File: src/hw/epc_pkg.sv
// Constants of the shape parameter and foreground colour register bank
package epc_pkg;

  localparam int          COORD_W          = 13;
  localparam int          IDX_W            = 8;

  // Register indices; byte address is four times the index
  localparam logic [7:0]  IDX_SHAPE_CTRL   = 8'h76;
  localparam logic [7:0]  IDX_MAJOR_LO     = 8'h77;
  localparam logic [7:0]  IDX_MAJOR_HI     = 8'h78;
  localparam logic [7:0]  IDX_MINOR_LO     = 8'h79;
  localparam logic [7:0]  IDX_MINOR_HI     = 8'h7a;
  localparam logic [7:0]  IDX_CENTRE_X_LO  = 8'h7b;
  localparam logic [7:0]  IDX_CENTRE_X_HI  = 8'h7c;
  localparam logic [7:0]  IDX_CENTRE_Y_LO  = 8'h7d;
  localparam logic [7:0]  IDX_CENTRE_Y_HI  = 8'h7e;
  localparam logic [7:0]  IDX_COLOUR_MODE  = 8'h10;
  localparam logic [7:0]  IDX_FG_RED       = 8'hd2;
  localparam logic [7:0]  IDX_FG_GREEN     = 8'hd3;
  localparam logic [7:0]  IDX_FG_BLUE      = 8'hd4;

  // Shape control field positions
  localparam int          SC_RUN_BIT       = 7;
  localparam int          SC_FILL_BIT      = 6;
  localparam int          SC_SHAPE_LSB     = 4;
  localparam int          SC_PART_LSB      = 0;

  // Reset values
  localparam logic [12:0] COORD_RST        = 13'h0000;
  localparam logic [7:0]  FG_RST           = 8'hff;
  localparam logic [1:0]  FIELD2_RST       = 2'h0;

  typedef enum logic [1:0]
  {
    EPC_SHAPE_ELLIPSE = 2'b00,
    EPC_SHAPE_ARC     = 2'b01,
    EPC_SHAPE_RECT    = 2'b10,
    EPC_SHAPE_RRECT   = 2'b11
  } epc_shape_e;

  typedef enum logic [1:0]
  {
    EPC_MODE_256  = 2'b00,
    EPC_MODE_65K  = 2'b01,
    EPC_MODE_16M  = 2'b10,
    EPC_MODE_16MB = 2'b11
  } epc_mode_e;

  localparam logic [1:0]  MODE_RST         = 2'b00;

endpackage

File: src/hw/epc_coord_reg.sv
// One 13-bit coordinate held as a low byte and a five-bit high byte
`timescale 1ns/1ps
`default_nettype none
module epc_coord_reg
(
  // Clock and reset
  input  wire logic                           clk_i,
  input  wire logic                           rst_i,
  // Byte writes
  input  wire logic                           wr_lo_i,
  input  wire logic                           wr_hi_i,
  input  wire logic [7:0]                     wdata_i,
  // Held value in pixels
  output logic      [epc_pkg::COORD_W-1:0]    value_o
);

  logic [7:0] lo_r;
  logic [4:0] hi_r;

  always_ff @(posedge clk_i)
  begin
    if (rst_i)
    begin
      lo_r <= epc_pkg::COORD_RST[7:0];
    end
    else if (wr_lo_i)
    begin
      lo_r <= wdata_i;
    end
  end

  // Upper three bits of the high byte are dropped
  always_ff @(posedge clk_i)
  begin
    if (rst_i)
    begin
      hi_r <= epc_pkg::COORD_RST[12:8];
    end
    else if (wr_hi_i)
    begin
      hi_r <= wdata_i[4:0];
    end
  end

  assign value_o = {hi_r, lo_r};

endmodule
`default_nettype wire

File: src/hw/epc_fg_fmt.sv
// Picks the used foreground colour bits for the current colour depth
`timescale 1ns/1ps
`default_nettype none
module epc_fg_fmt
(
  // Clock and reset
  input  wire logic        clk_i,
  input  wire logic        rst_i,
  // Colour depth and raw bytes
  input  wire logic [1:0]  mode_i,
  input  wire logic [7:0]  red_i,
  input  wire logic [7:0]  green_i,
  input  wire logic [7:0]  blue_i,
  // Right-justified components
  output logic      [7:0]  red_o,
  output logic      [7:0]  green_o,
  output logic      [7:0]  blue_o
);

  logic [7:0] red_nxt;
  logic [7:0] green_nxt;
  logic [7:0] blue_nxt;

  always_comb
  begin
    case (mode_i)
      epc_pkg::EPC_MODE_256:
      begin
        red_nxt   = {5'h00, red_i[7:5]};
        green_nxt = {5'h00, green_i[7:5]};
        blue_nxt  = {6'h00, blue_i[7:6]};
      end
      epc_pkg::EPC_MODE_65K:
      begin
        red_nxt   = {3'h0, red_i[7:3]};
        green_nxt = {2'h0, green_i[7:2]};
        blue_nxt  = {3'h0, blue_i[7:3]};
      end
      default:
      begin
        red_nxt   = red_i;
        green_nxt = green_i;
        blue_nxt  = blue_i;
      end
    endcase
  end

  always_ff @(posedge clk_i)
  begin
    if (rst_i)
    begin
      red_o   <= epc_pkg::FG_RST;
      green_o <= epc_pkg::FG_RST;
      blue_o  <= epc_pkg::FG_RST;
    end
    else
    begin
      red_o   <= red_nxt;
      green_o <= green_nxt;
      blue_o  <= blue_nxt;
    end
  end

endmodule
`default_nettype wire

File: src/hw/epc_regs.sv
// Wishbone register bank for shape parameters and foreground colour
//
// Added by the designer: the Wishbone slave port.
`timescale 1ns/1ps
`default_nettype none
module epc_regs
#(
  parameter int ADR_W = 10
)
(
  // Clock and reset
  input  wire logic                         clk_i,
  input  wire logic                         rst_i,
  // Wishbone classic slave
  input  wire logic                         wb_cyc_i,
  input  wire logic                         wb_stb_i,
  input  wire logic                         wb_we_i,
  input  wire logic [ADR_W-1:0]             wb_adr_i,
  input  wire logic [3:0]                   wb_sel_i,
  input  wire logic [31:0]                  wb_dat_i,
  output logic      [31:0]                  wb_dat_o,
  output logic                              wb_ack_o,
  // Drawing engine handshake
  input  wire logic                         draw_done_i,
  output logic                              draw_start_o,
  output logic                              draw_stop_o,
  output logic                              draw_busy_o,
  // Shape selection
  output logic      [1:0]                   shape_sel_o,
  output logic                              fill_o,
  output logic      [1:0]                   arc_part_o,
  // Geometry in pixels
  output logic      [epc_pkg::COORD_W-1:0]  major_radius_o,
  output logic      [epc_pkg::COORD_W-1:0]  minor_radius_o,
  output logic      [epc_pkg::COORD_W-1:0]  centre_x_o,
  output logic      [epc_pkg::COORD_W-1:0]  centre_y_o,
  // Foreground colour components
  output logic      [7:0]                   fg_red_o,
  output logic      [7:0]                   fg_green_o,
  output logic      [7:0]                   fg_blue_o
);

  function automatic logic [7:0] hi_byte(input logic [epc_pkg::COORD_W-1:0] v);
    hi_byte = {3'h0, v[12:8]};
  endfunction

  logic [epc_pkg::IDX_W-1:0]    idx;
  logic                         access;
  logic                         wr;
  logic [7:0]                   wbyte;
  logic [epc_pkg::COORD_W-1:0]  major_v;
  logic [epc_pkg::COORD_W-1:0]  minor_v;
  logic [epc_pkg::COORD_W-1:0]  cx_v;
  logic [epc_pkg::COORD_W-1:0]  cy_v;
  logic [7:0]                   fg_red_r;
  logic [7:0]                   fg_green_r;
  logic [7:0]                   fg_blue_r;
  logic [1:0]                   mode_r;
  logic                         busy_r;
  logic                         fill_r;
  logic [1:0]                   shape_r;
  logic [1:0]                   part_r;
  logic [31:0]                  rdata_nxt;

  // One access per request; ack is answered one cycle after stb rises
  assign idx    = wb_adr_i[ADR_W-1:2];
  assign access = wb_cyc_i & wb_stb_i & ~wb_ack_o;
  assign wr     = access & wb_we_i & wb_sel_i[0];
  assign wbyte  = wb_dat_i[7:0];

  always_ff @(posedge clk_i)
  begin
    if (rst_i)
    begin
      wb_ack_o <= 1'b0;
    end
    else
    begin
      wb_ack_o <= access;
    end
  end

  // Geometry byte pairs
  epc_coord_reg u_major
  (
    .clk_i   (clk_i),
    .rst_i   (rst_i),
    .wr_lo_i (wr && idx == epc_pkg::IDX_MAJOR_LO),
    .wr_hi_i (wr && idx == epc_pkg::IDX_MAJOR_HI),
    .wdata_i (wbyte),
    .value_o (major_v)
  );

  epc_coord_reg u_minor
  (
    .clk_i   (clk_i),
    .rst_i   (rst_i),
    .wr_lo_i (wr && idx == epc_pkg::IDX_MINOR_LO),
    .wr_hi_i (wr && idx == epc_pkg::IDX_MINOR_HI),
    .wdata_i (wbyte),
    .value_o (minor_v)
  );

  epc_coord_reg u_cx
  (
    .clk_i   (clk_i),
    .rst_i   (rst_i),
    .wr_lo_i (wr && idx == epc_pkg::IDX_CENTRE_X_LO),
    .wr_hi_i (wr && idx == epc_pkg::IDX_CENTRE_X_HI),
    .wdata_i (wbyte),
    .value_o (cx_v)
  );

  epc_coord_reg u_cy
  (
    .clk_i   (clk_i),
    .rst_i   (rst_i),
    .wr_lo_i (wr && idx == epc_pkg::IDX_CENTRE_Y_LO),
    .wr_hi_i (wr && idx == epc_pkg::IDX_CENTRE_Y_HI),
    .wdata_i (wbyte),
    .value_o (cy_v)
  );

  // Geometry is passed on unscaled, one count per pixel
  always_ff @(posedge clk_i)
  begin
    if (rst_i)
    begin
      major_radius_o <= epc_pkg::COORD_RST;
      minor_radius_o <= epc_pkg::COORD_RST;
      centre_x_o     <= epc_pkg::COORD_RST;
      centre_y_o     <= epc_pkg::COORD_RST;
    end
    else
    begin
      major_radius_o <= major_v;
      minor_radius_o <= minor_v;
      centre_x_o     <= cx_v;
      centre_y_o     <= cy_v;
    end
  end

  // Foreground colour bytes
  always_ff @(posedge clk_i)
  begin
    if (rst_i)
    begin
      fg_red_r   <= epc_pkg::FG_RST;
      fg_green_r <= epc_pkg::FG_RST;
      fg_blue_r  <= epc_pkg::FG_RST;
    end
    else if (wr)
    begin
      if (idx == epc_pkg::IDX_FG_RED)
      begin
        fg_red_r <= wbyte;
      end
      else if (idx == epc_pkg::IDX_FG_GREEN)
      begin
        fg_green_r <= wbyte;
      end
      else if (idx == epc_pkg::IDX_FG_BLUE)
      begin
        fg_blue_r <= wbyte;
      end
    end
  end

  // Colour depth select
  always_ff @(posedge clk_i)
  begin
    if (rst_i)
    begin
      mode_r <= epc_pkg::MODE_RST;
    end
    else if (wr && idx == epc_pkg::IDX_COLOUR_MODE)
    begin
      mode_r <= wbyte[1:0];
    end
  end

  epc_fg_fmt u_fmt
  (
    .clk_i   (clk_i),
    .rst_i   (rst_i),
    .mode_i  (mode_r),
    .red_i   (fg_red_r),
    .green_i (fg_green_r),
    .blue_i  (fg_blue_r),
    .red_o   (fg_red_o),
    .green_o (fg_green_o),
    .blue_o  (fg_blue_o)
  );

  // Shape control fields
  always_ff @(posedge clk_i)
  begin
    if (rst_i)
    begin
      fill_r  <= 1'b0;
      shape_r <= epc_pkg::FIELD2_RST;
      part_r  <= epc_pkg::FIELD2_RST;
    end
    else if (wr && idx == epc_pkg::IDX_SHAPE_CTRL)
    begin
      fill_r  <= wbyte[epc_pkg::SC_FILL_BIT];
      shape_r <= wbyte[epc_pkg::SC_SHAPE_LSB +: 2];
      part_r  <= wbyte[epc_pkg::SC_PART_LSB +: 2];
    end
  end

  // Run bit: a start in the same cycle as engine completion keeps busy set
  always_ff @(posedge clk_i)
  begin
    if (rst_i)
    begin
      busy_r <= 1'b0;
    end
    else if (wr && idx == epc_pkg::IDX_SHAPE_CTRL)
    begin
      busy_r <= wbyte[epc_pkg::SC_RUN_BIT];
    end
    else if (draw_done_i)
    begin
      busy_r <= 1'b0;
    end
  end

  // One-cycle start and stop pulses towards the engine
  always_ff @(posedge clk_i)
  begin
    if (rst_i)
    begin
      draw_start_o <= 1'b0;
      draw_stop_o  <= 1'b0;
    end
    else
    begin
      draw_start_o <= wr && idx == epc_pkg::IDX_SHAPE_CTRL && wbyte[epc_pkg::SC_RUN_BIT];
      draw_stop_o  <= wr && idx == epc_pkg::IDX_SHAPE_CTRL && !wbyte[epc_pkg::SC_RUN_BIT];
    end
  end

  always_ff @(posedge clk_i)
  begin
    if (rst_i)
    begin
      shape_sel_o <= epc_pkg::FIELD2_RST;
      fill_o      <= 1'b0;
      arc_part_o  <= epc_pkg::FIELD2_RST;
      draw_busy_o <= 1'b0;
    end
    else
    begin
      shape_sel_o <= shape_r;
      fill_o      <= fill_r;
      arc_part_o  <= part_r;
      draw_busy_o <= busy_r;
    end
  end

  // Read decode; unmapped indices read as zero
  always_comb
  begin
    rdata_nxt = 32'h0000_0000;
    if (idx == epc_pkg::IDX_SHAPE_CTRL)
    begin
      rdata_nxt[7:0] = {busy_r, fill_r, shape_r, 2'h0, part_r};
    end
    else if (idx == epc_pkg::IDX_MAJOR_LO)
    begin
      rdata_nxt[7:0] = major_v[7:0];
    end
    else if (idx == epc_pkg::IDX_MAJOR_HI)
    begin
      rdata_nxt[7:0] = hi_byte(major_v);
    end
    else if (idx == epc_pkg::IDX_MINOR_LO)
    begin
      rdata_nxt[7:0] = minor_v[7:0];
    end
    else if (idx == epc_pkg::IDX_MINOR_HI)
    begin
      rdata_nxt[7:0] = hi_byte(minor_v);
    end
    else if (idx == epc_pkg::IDX_CENTRE_X_LO)
    begin
      rdata_nxt[7:0] = cx_v[7:0];
    end
    else if (idx == epc_pkg::IDX_CENTRE_X_HI)
    begin
      rdata_nxt[7:0] = hi_byte(cx_v);
    end
    else if (idx == epc_pkg::IDX_CENTRE_Y_LO)
    begin
      rdata_nxt[7:0] = cy_v[7:0];
    end
    else if (idx == epc_pkg::IDX_CENTRE_Y_HI)
    begin
      rdata_nxt[7:0] = hi_byte(cy_v);
    end
    else if (idx == epc_pkg::IDX_COLOUR_MODE)
    begin
      rdata_nxt[1:0] = mode_r;
    end
    else if (idx == epc_pkg::IDX_FG_RED)
    begin
      rdata_nxt[7:0] = fg_red_r;
    end
    else if (idx == epc_pkg::IDX_FG_GREEN)
    begin
      rdata_nxt[7:0] = fg_green_r;
    end
    else if (idx == epc_pkg::IDX_FG_BLUE)
    begin
      rdata_nxt[7:0] = fg_blue_r;
    end
  end

  always_ff @(posedge clk_i)
  begin
    if (rst_i)
    begin
      wb_dat_o <= 32'h0000_0000;
    end
    else if (access && !wb_we_i)
    begin
      wb_dat_o <= rdata_nxt;
    end
  end

endmodule
`default_nettype wire

File: config.mk
export PLATFORM = sky130hd
export DESIGN_NAME = epc_regs
export DESIGN_NICKNAME = d
export VERILOG_FILES = /design/src/hw/epc_pkg.sv /design/src/hw/epc_coord_reg.sv /design/src/hw/epc_fg_fmt.sv /design/src/hw/epc_regs.sv
export SDC_FILE = /design/constraint.sdc
export NUM_CORES = 1
export LEC_CHECK = 0
export BUFFER_PORTS_ARGS = -buffer_cell sky130_fd_sc_hd__buf_4
export CAP_MARGIN = 10
export CORE_MARGIN = 2
export CORE_UTILIZATION = 45
export DETAILED_ROUTE_END_ITERATION = 6
export MAX_ROUTING_LAYER = met4
export PLACE_DENSITY = 0.7
export SETUP_SLACK_MARGIN = 0.15
export SLEW_MARGIN = 10
export SYNTH_ARGS = -nofsm -noshare
export SYNTH_HDL_FRONTEND = slang
export SYNTH_SLANG_ARGS = --single-unit
File: constraint.sdc
create_clock -name clk_i -period 2.55 [get_ports clk_i]
set_clock_uncertainty 0.15 [all_clocks]
set_input_delay 0.3825 -clock clk_i [delete_from_list [all_inputs] [get_ports clk_i]]
set_output_delay 0.3825 -clock clk_i [all_outputs]
set_load 0.02 [all_outputs]
==> results of run 1 <==
-- cell type report --
| class | count | area, sq um | share of cell area [%] |
|---|---|---|---|
| clock buffer | 18 | 429 | 4.92 |
| clock inverter | 14 | 130 | 1.49 |
| inverter | 5 | 18.8 | 0.215 |
| multi-input combinational | 516 | 3260 | 37.5 |
| sequential | 177 | 3540 | 40.7 |
| tap | 216 | 270 | 3.10 |
| timing repair buffer | 141 | 1060 | 12.1 |
-- per-stage QoR --
stage	hold WS (ns)	std cells	setup slack, ns	util, %
after global routing	0.0653	1087	0.254	55.5
after floorplan	0.278	779	0.451	-
after detailed placement	0.322	1055	0.232	51.9
final	0.0555	1087	0.454	55.5
after global placement	0.317	1055	0.223	51.9
after CTS	0.0407	1087	0.472	55.5
-- synthesized netlist by cell type (all sizes together), types with 3 or more instances --
library cell / number
dfxtp: 177
nor2b: 70
nand2: 63
nor2: 63
mux2i: 51
clkbuf: 41
buf: 40
a21oi: 33
nand3: 25
nand2b: 22
o21ai: 19
mux2: 12
nor3: 12
a21o: 11
a22oi: 11
nand3b: 10
a211o: 8
nor4: 6
o32ai: 6
a221o: 5
and2: 5
and3: 5
inv: 5
o22a: 5
a2111oi: 4
nand4: 4
a211oi: 3
a32oi: 3
nand4b: 3
or2: 3
-- metal layers --
| metal | vias up | GRT usage (%) | part of all wire, % |
|---|---|---|---|
| li1 | 2801 | - | - |
| met1 | 2760 | 32.9 | 45 |
| met2 | 228 | 34.6 | 45 |
| met3 | 32 | 5.45 | 7.5 |
| met4 | 0 | 7.59 | 2.3 |
| met5 | - | - | 0 |
-- state kept, by name (all words and copies together), names as in the netlist, 13 cells and up --
name / count
centre_x_o: 13
major_radius_o: 13
minor_radius_o: 13
centre_y_o: 13
-- worst max path at each step --
stage	slack [ns]	to	cells after the start	start
2_1_floorplan	0.45	wb_dat_o[2]$_SDFFE_PP0P_	8	wb_adr_i[2]
3_3_place_gp	0.22	wb_dat_o[7]$_SDFFE_PP0P_	8	wb_adr_i[4]
3_5_place_dp	0.23	wb_dat_o[1]$_SDFFE_PP0P_	7	wb_adr_i[2]
4_1_cts	0.47	mode_r[0]$_SDFFE_PP0P_	5	wb_ack_o$_SDFF_PP0_
5_1_grt	0.25	wb_dat_o[2]$_SDFFE_PP0P_	6	wb_ack_o$_SDFF_PP0_
6_report	0.45	mode_r[0]$_SDFFE_PP0P_	5	wb_ack_o$_SDFF_PP0_
-- worst max-delay path, stage by stage, from the launching register on --
cell and delay, ns:
dfxtp_1 0.34, nor2_1 0.14, nand3_1 0.33, nor4_1 0.67, mux2i_1 0.27, nor2_1 0.05
-- report_power, final --
part	leakage (nW)	switching (mW)	internal, mW
Combinational	1.77	0.216	0.0974
Clock	0.265	1.12	1.36
Sequential	1.43	0.00694	2.78
Total	3.47	1.35	4.23
-- cells by family after synthesis --
group                  after synthesis
AO/OA/AOI/OAI                      129
buffers and inverters               86
flip-flops                         177
multiplexers                        63
other                                1
AND/OR/NAND/NOR                    300
==> results.sh, run 1 <==
export IMPL_yosys_warnings=0
export IMPL_hold_buffers=0
export IMPL_hpwl_mm=13.4
export IMPL_required_ns=2.70
export IMPL_r2r_start="wb_ack_o$_SDFF_PP0_"
export IMPL_wl_per_cell_microns=17.9
export IMPL_r2r_end="mode_r[0]$_SDFFE_PP0P_"
export IMPL_finalSetupTns_ns=0
export IMPL_antenna_found_initial=0
export IMPL_grt_pass1_vias=5201
export IMPL_synth_area_leaders="dfxtp_1, mux2i_1, nor2b_1, nand2_1, nor2_1"
export IMPL_first_pass_iters=5
export IMPL_rows=46
export IMPL_synth_mux_area_share_pct=9.02
export IMPL_cts_tree="built"
export IMPL_drtIter0Drc=635
export IMPL_worstSetupPathType="reg2reg"
export IMPL_final_hold_viol_count=0
export IMPL_synth_edf_count=0
export IMPL_ios=169
export IMPL_gp_congestion=0.917
export IMPL_worst_hold_startpoint="wb_stb_i"
export IMPL_n_antenna_cell=0
export IMPL_setup_violations=0
export IMPL_clk_pin_slew_ns=0.07
export IMPL_min_to="wb_ack_o$_SDFF_PP0_"
export IMPL_synthAdderAreaFrac_pct=0
export IMPL_postPlaceCellArea_sq_mm=0.00816
export IMPL_ctsResizeCount=0
export IMPL_die_y_microns=130
export IMPL_power_total_mw=5.58
export IMPL_maxCapViolations=0
export IMPL_clk_path_buf_depth=2
export IMPL_numClockSinks=177
export IMPL_post_synth_instance_area_sq_mm=0.00716
export IMPL_core_area_sq_mm=0.0157
export IMPL_yosysUniqueCellTypes=62
export IMPL_netlist_instances=756
export IMPL_worst_slew_pin_slew_ns=0.763
export IMPL_synth_top_area_share_pct=49.5
export IMPL_synth_compound_area_share_pct=12.9
export IMPL_p_leak_nw=3.47
export IMPL_crit_fanout=5
export IMPL_die_area_sq_mm=0.0169
export IMPL_area_growth_pct=21.7
export IMPL_arrival_ns=2.24
export IMPL_status="completed"
export IMPL_cts_root_buf="clkbuf_16"
export IMPL_synth_simple_area_share_pct=22.4
export IMPL_r2r_setup_slack_ns=0.45
export IMPL_min_path_cells=3
export IMPL_vias=5821
export IMPL_nets=910
export IMPL_grt_max_degree=86
export IMPL_final_area_sq_mm=0.00871
export IMPL_viasPerCell=5.36
export IMPL_drv_slew=0
export IMPL_maxSlewHeadroom_pct=49.1
export IMPL_num_fill_cells=1448
export IMPL_synthFlopType="dfxtp_1"
export IMPL_ir_drop_mv=0.482
export IMPL_rsz0062_at_grt="no"
export IMPL_cts_made_buffers=17
export IMPL_avgSynthCellArea_sq_um=9.47
export IMPL_synthXorXnorAreaFrac_pct=0
export IMPL_postRouteAntennaNets=0
export IMPL_cellPowerDensity_mw_per_mm2=640
export IMPL_mostFrequentLayoutCells="dfxtp_1, buf_4, nor2b_1, nand2_1, nor2_1"
export IMPL_die_w_microns=130
export IMPL_gr_total_overflow=0
export IMPL_portBuffers=115
export IMPL_rr_worst_depth=5
export IMPL_layout_min_cycle_time_ns=2.10
export IMPL_crit_path_end_kind="flop"
export IMPL_ys_seq_elements=177
export IMPL_drive_above_1_share_pct=22.8
export IMPL_finalCritPeriodShare_pct=82.2
export IMPL_hp_class="in2reg"
export IMPL_yosysSeqAreaShare_pct=49.5
export IMPL_final_common_cell="dfxtp_1"
export IMPL_start_kind="flop"
export IMPL_cts_htree_levels=4
export IMPL_synth_top_area_cell="dfxtp_1"
export IMPL_grt_usage_pct=23.8
export IMPL_clk_latency_ns=0.43
export IMPL_drc_errors=0
export IMPL_grt_pass1_wl_mm=29.4
export IMPL_synth_top_family_by_area="simple AND/OR/NAND/NOR gates"
export IMPL_post_cts_buffers=0
export IMPL_fmax_ghz=0.477
export IMPL_start_util_pct=45.6
export IMPL_async_flop_share_pct=0
export IMPL_totalWireLength_mm=19.4
(Power assumes the default switching activity.)
==> run 2: changes to the inputs <==
==> constraint.sdc (replaced) <==
create_clock -name clk_i -period 1.98 [get_ports clk_i]
set_clock_uncertainty 0.15 [all_clocks]
set_input_delay 0.297 -clock clk_i [delete_from_list [all_inputs] [get_ports clk_i]]
set_output_delay 0.297 -clock clk_i [all_outputs]
set_load 0.02 [all_outputs]
==> results.sh, run 2 (synthesis gave the netlist of run 1 again) <==
export IMPL_start_kind="flop"
export IMPL_portBuffers=115
export IMPL_ir_drop_mv=0.585
export IMPL_worst_slew_pin_slew_ns=0.532
export IMPL_mostFrequentLayoutCells="buf_4, dfxtp_1, nor2b_1, nand2_1, nor2_1"
export IMPL_worst_hold_startpoint="draw_done_i"
export IMPL_drive_above_1_share_pct=29.4
export IMPL_drtIter0Drc=589
export IMPL_crit_fanout=3
export IMPL_final_common_cell="buf_4"
export IMPL_antenna_found_initial=0
export IMPL_rows=46
export IMPL_core_area_sq_mm=0.0157
export IMPL_p_leak_nw=3.76
export IMPL_switching_share_pct=24.0
export IMPL_power_switching_mw=1.73
export IMPL_hp_class="in2reg"
export IMPL_final_area_sq_mm=0.00930
export IMPL_fmax_ghz=0.566
export IMPL_min_path_cells=3
export IMPL_viasPerCell=5.22
export IMPL_setup_violations=0
export IMPL_cts_root_buf="clkbuf_16"
export IMPL_cellPowerDensity_mw_per_mm2=778
export IMPL_hpwl_mm=13.9
export IMPL_n_antenna_cell=0
export IMPL_rr_worst_depth=6
export IMPL_numClockSinks=177
export IMPL_die_y_microns=130
export IMPL_power_total_mw=7.23
export IMPL_maxSlewHeadroom_pct=64.2
export IMPL_clk_pin_slew_ns=0.07
export IMPL_grt_max_degree=136
export IMPL_gp_congestion=1.01
export IMPL_drc_errors=0
export IMPL_die_w_microns=130
export IMPL_postPlaceCellArea_sq_mm=0.00861
export IMPL_clockPowerShare_pct=43.9
export IMPL_crit_path_end_kind="flop"
export IMPL_grt_usage_pct=24.6
export IMPL_ios=169
export IMPL_finalCritPeriodShare_pct=89.3
export IMPL_clk_path_buf_depth=2
export IMPL_die_area_sq_mm=0.0169
export IMPL_arrival_ns=1.98
export IMPL_sequentialPowerShare_pct=49.7
export IMPL_min_to="busy_r$_SDFFE_PP0P_"
export IMPL_first_pass_iters=5
export IMPL_cts_htree_levels=4
export IMPL_worstSetupPathType="reg2reg"
export IMPL_clk_latency_ns=0.43
export IMPL_status="completed"
export IMPL_grt_pass1_vias=5445
export IMPL_postRouteAntennaNets=0
export IMPL_combinationalPowerShare_pct=6.5
export IMPL_start_util_pct=45.6
export IMPL_r2r_end="wb_dat_o[2]$_SDFFE_PP0P_"
export IMPL_whs_ns=0.0190
export IMPL_r2r_setup_slack_ns=0.21
export IMPL_layout_min_cycle_time_ns=1.77
export IMPL_cts_made_buffers=17
export IMPL_maxCapViolations=0
export IMPL_totalWireLength_mm=19.8
export IMPL_r2r_start="wb_ack_o$_SDFF_PP0_"
export IMPL_grt_pass1_wl_mm=30.5
export IMPL_power_internal_mw=5.50
export IMPL_final_hold_viol_count=0
export IMPL_gr_total_overflow=0
export IMPL_wl_per_cell_microns=17.4
export IMPL_drv_slew=0
export IMPL_required_ns=2.19
export IMPL_cts_tree="built"
export IMPL_nets=962
export IMPL_vias=5943
export IMPL_area_growth_pct=29.9
export IMPL_rsz0062_at_grt="yes"
[run 2: cell types whose count changed in the layout (fill, tap and decap cells not counted), moves of 3 or more]
cell,previous run,this run
a2111oi_0,3,0
buf_12,0,4
buf_4,141,187
clkinv_2,3,0
clkinv_4,1,5
nor2_1,62,58
nor2_2,1,5
nor4_1,6,2
[run 2: layout make-up]
class / instances / area [sq um]
clock buffer: 19 / 433
clock inverter: 13 / 130
fill: 1406 / 6410
inverter: 5 / 18.8
multi-input combinational: 516 / 3400
sequential: 177 / 3540
tap: 216 / 270
timing repair buffer: 193 / 1510
[run 2: per-stage QoR]
step / setup slack, ns / setup TNS (ns) / instances / util [%]
floorplan: 0.101 / 0 / 779 / -
detailed placement: -0.178 / -3.58 / 1105 / 54.8
global placement: -0.219 / -2.57 / 1105 / 54.8
global route: 0.114 / 0 / 1139 / 59.2
CTS: 0.163 / 0 / 1138 / 58.6
finish: 0.212 / 0 / 1139 / 59.2
[run 2: repair_timing]
| item | CTS | global route |
|---|---|---|
| endpoints found under the setup margin | 15 | 54 |
| hold buffers | 1 | 0 |
| setup buffers | 0 | 1 |
| gates cloned | 0 | 0 |
| resized for setup | 6 | 21 |
| endpoints found under the hold margin | 1 | 0 |
| pin swaps | 1 | 4 |
[run 2: critical path, stage by stage (launching register included)]
cell	delay, ns
dfxtp_2	0.34
nor4bb_4	0.30
nor2b_4	0.24
nand2_4	0.10
nor4_4	0.30
o211ai_1	0.13
o21ai_1	0.13
[run 2: routing by layer]
layer  GRT usage [%]  vias to the layer above  part of all wire, %
li1                -                     2899                    -
met1            33.7                     2785                   46
met2            36.7                      239                   45
met3            5.95                       20                  7.5
met4            6.20                        0                  1.4
met5               -                        -                    0
[run 2: power by group through the flow]
stage          Sequential, mW  Combinational (mW)  Clock, mW
2_1_floorplan            3.70               0.272          0
3_3_place_gp             3.67               0.444          0
3_5_place_dp             3.67               0.446          0
4_1_cts                  3.59               0.451       3.23
5_1_grt                  3.59               0.493       3.39
6_report                 3.59               0.467       3.17
[run 2: how the worst max path moves through the flow]
stage | from | endpoint | slack [ns] | depth (start not counted)
after global routing | wb_ack_o$_SDFF_PP0_ | wb_dat_o[2]$_SDFFE_PP0P_ | 0.11 | 6
final | wb_ack_o$_SDFF_PP0_ | wb_dat_o[2]$_SDFFE_PP0P_ | 0.21 | 6
after detailed placement | wb_adr_i[4] | wb_dat_o[4]$_SDFFE_PP0P_ | -0.18 | 8
after global placement | wb_adr_i[4] | wb_dat_o[7]$_SDFFE_PP0P_ | -0.22 | 8
after CTS | wb_ack_o$_SDFF_PP0_ | u_cy.lo_r[2]$_SDFFE_PP0P_ | 0.16 | 7
after floorplan | wb_ack_o$_SDFF_PP0_ | u_minor.lo_r[3]$_SDFFE_PP0P_ | 0.10 | 5
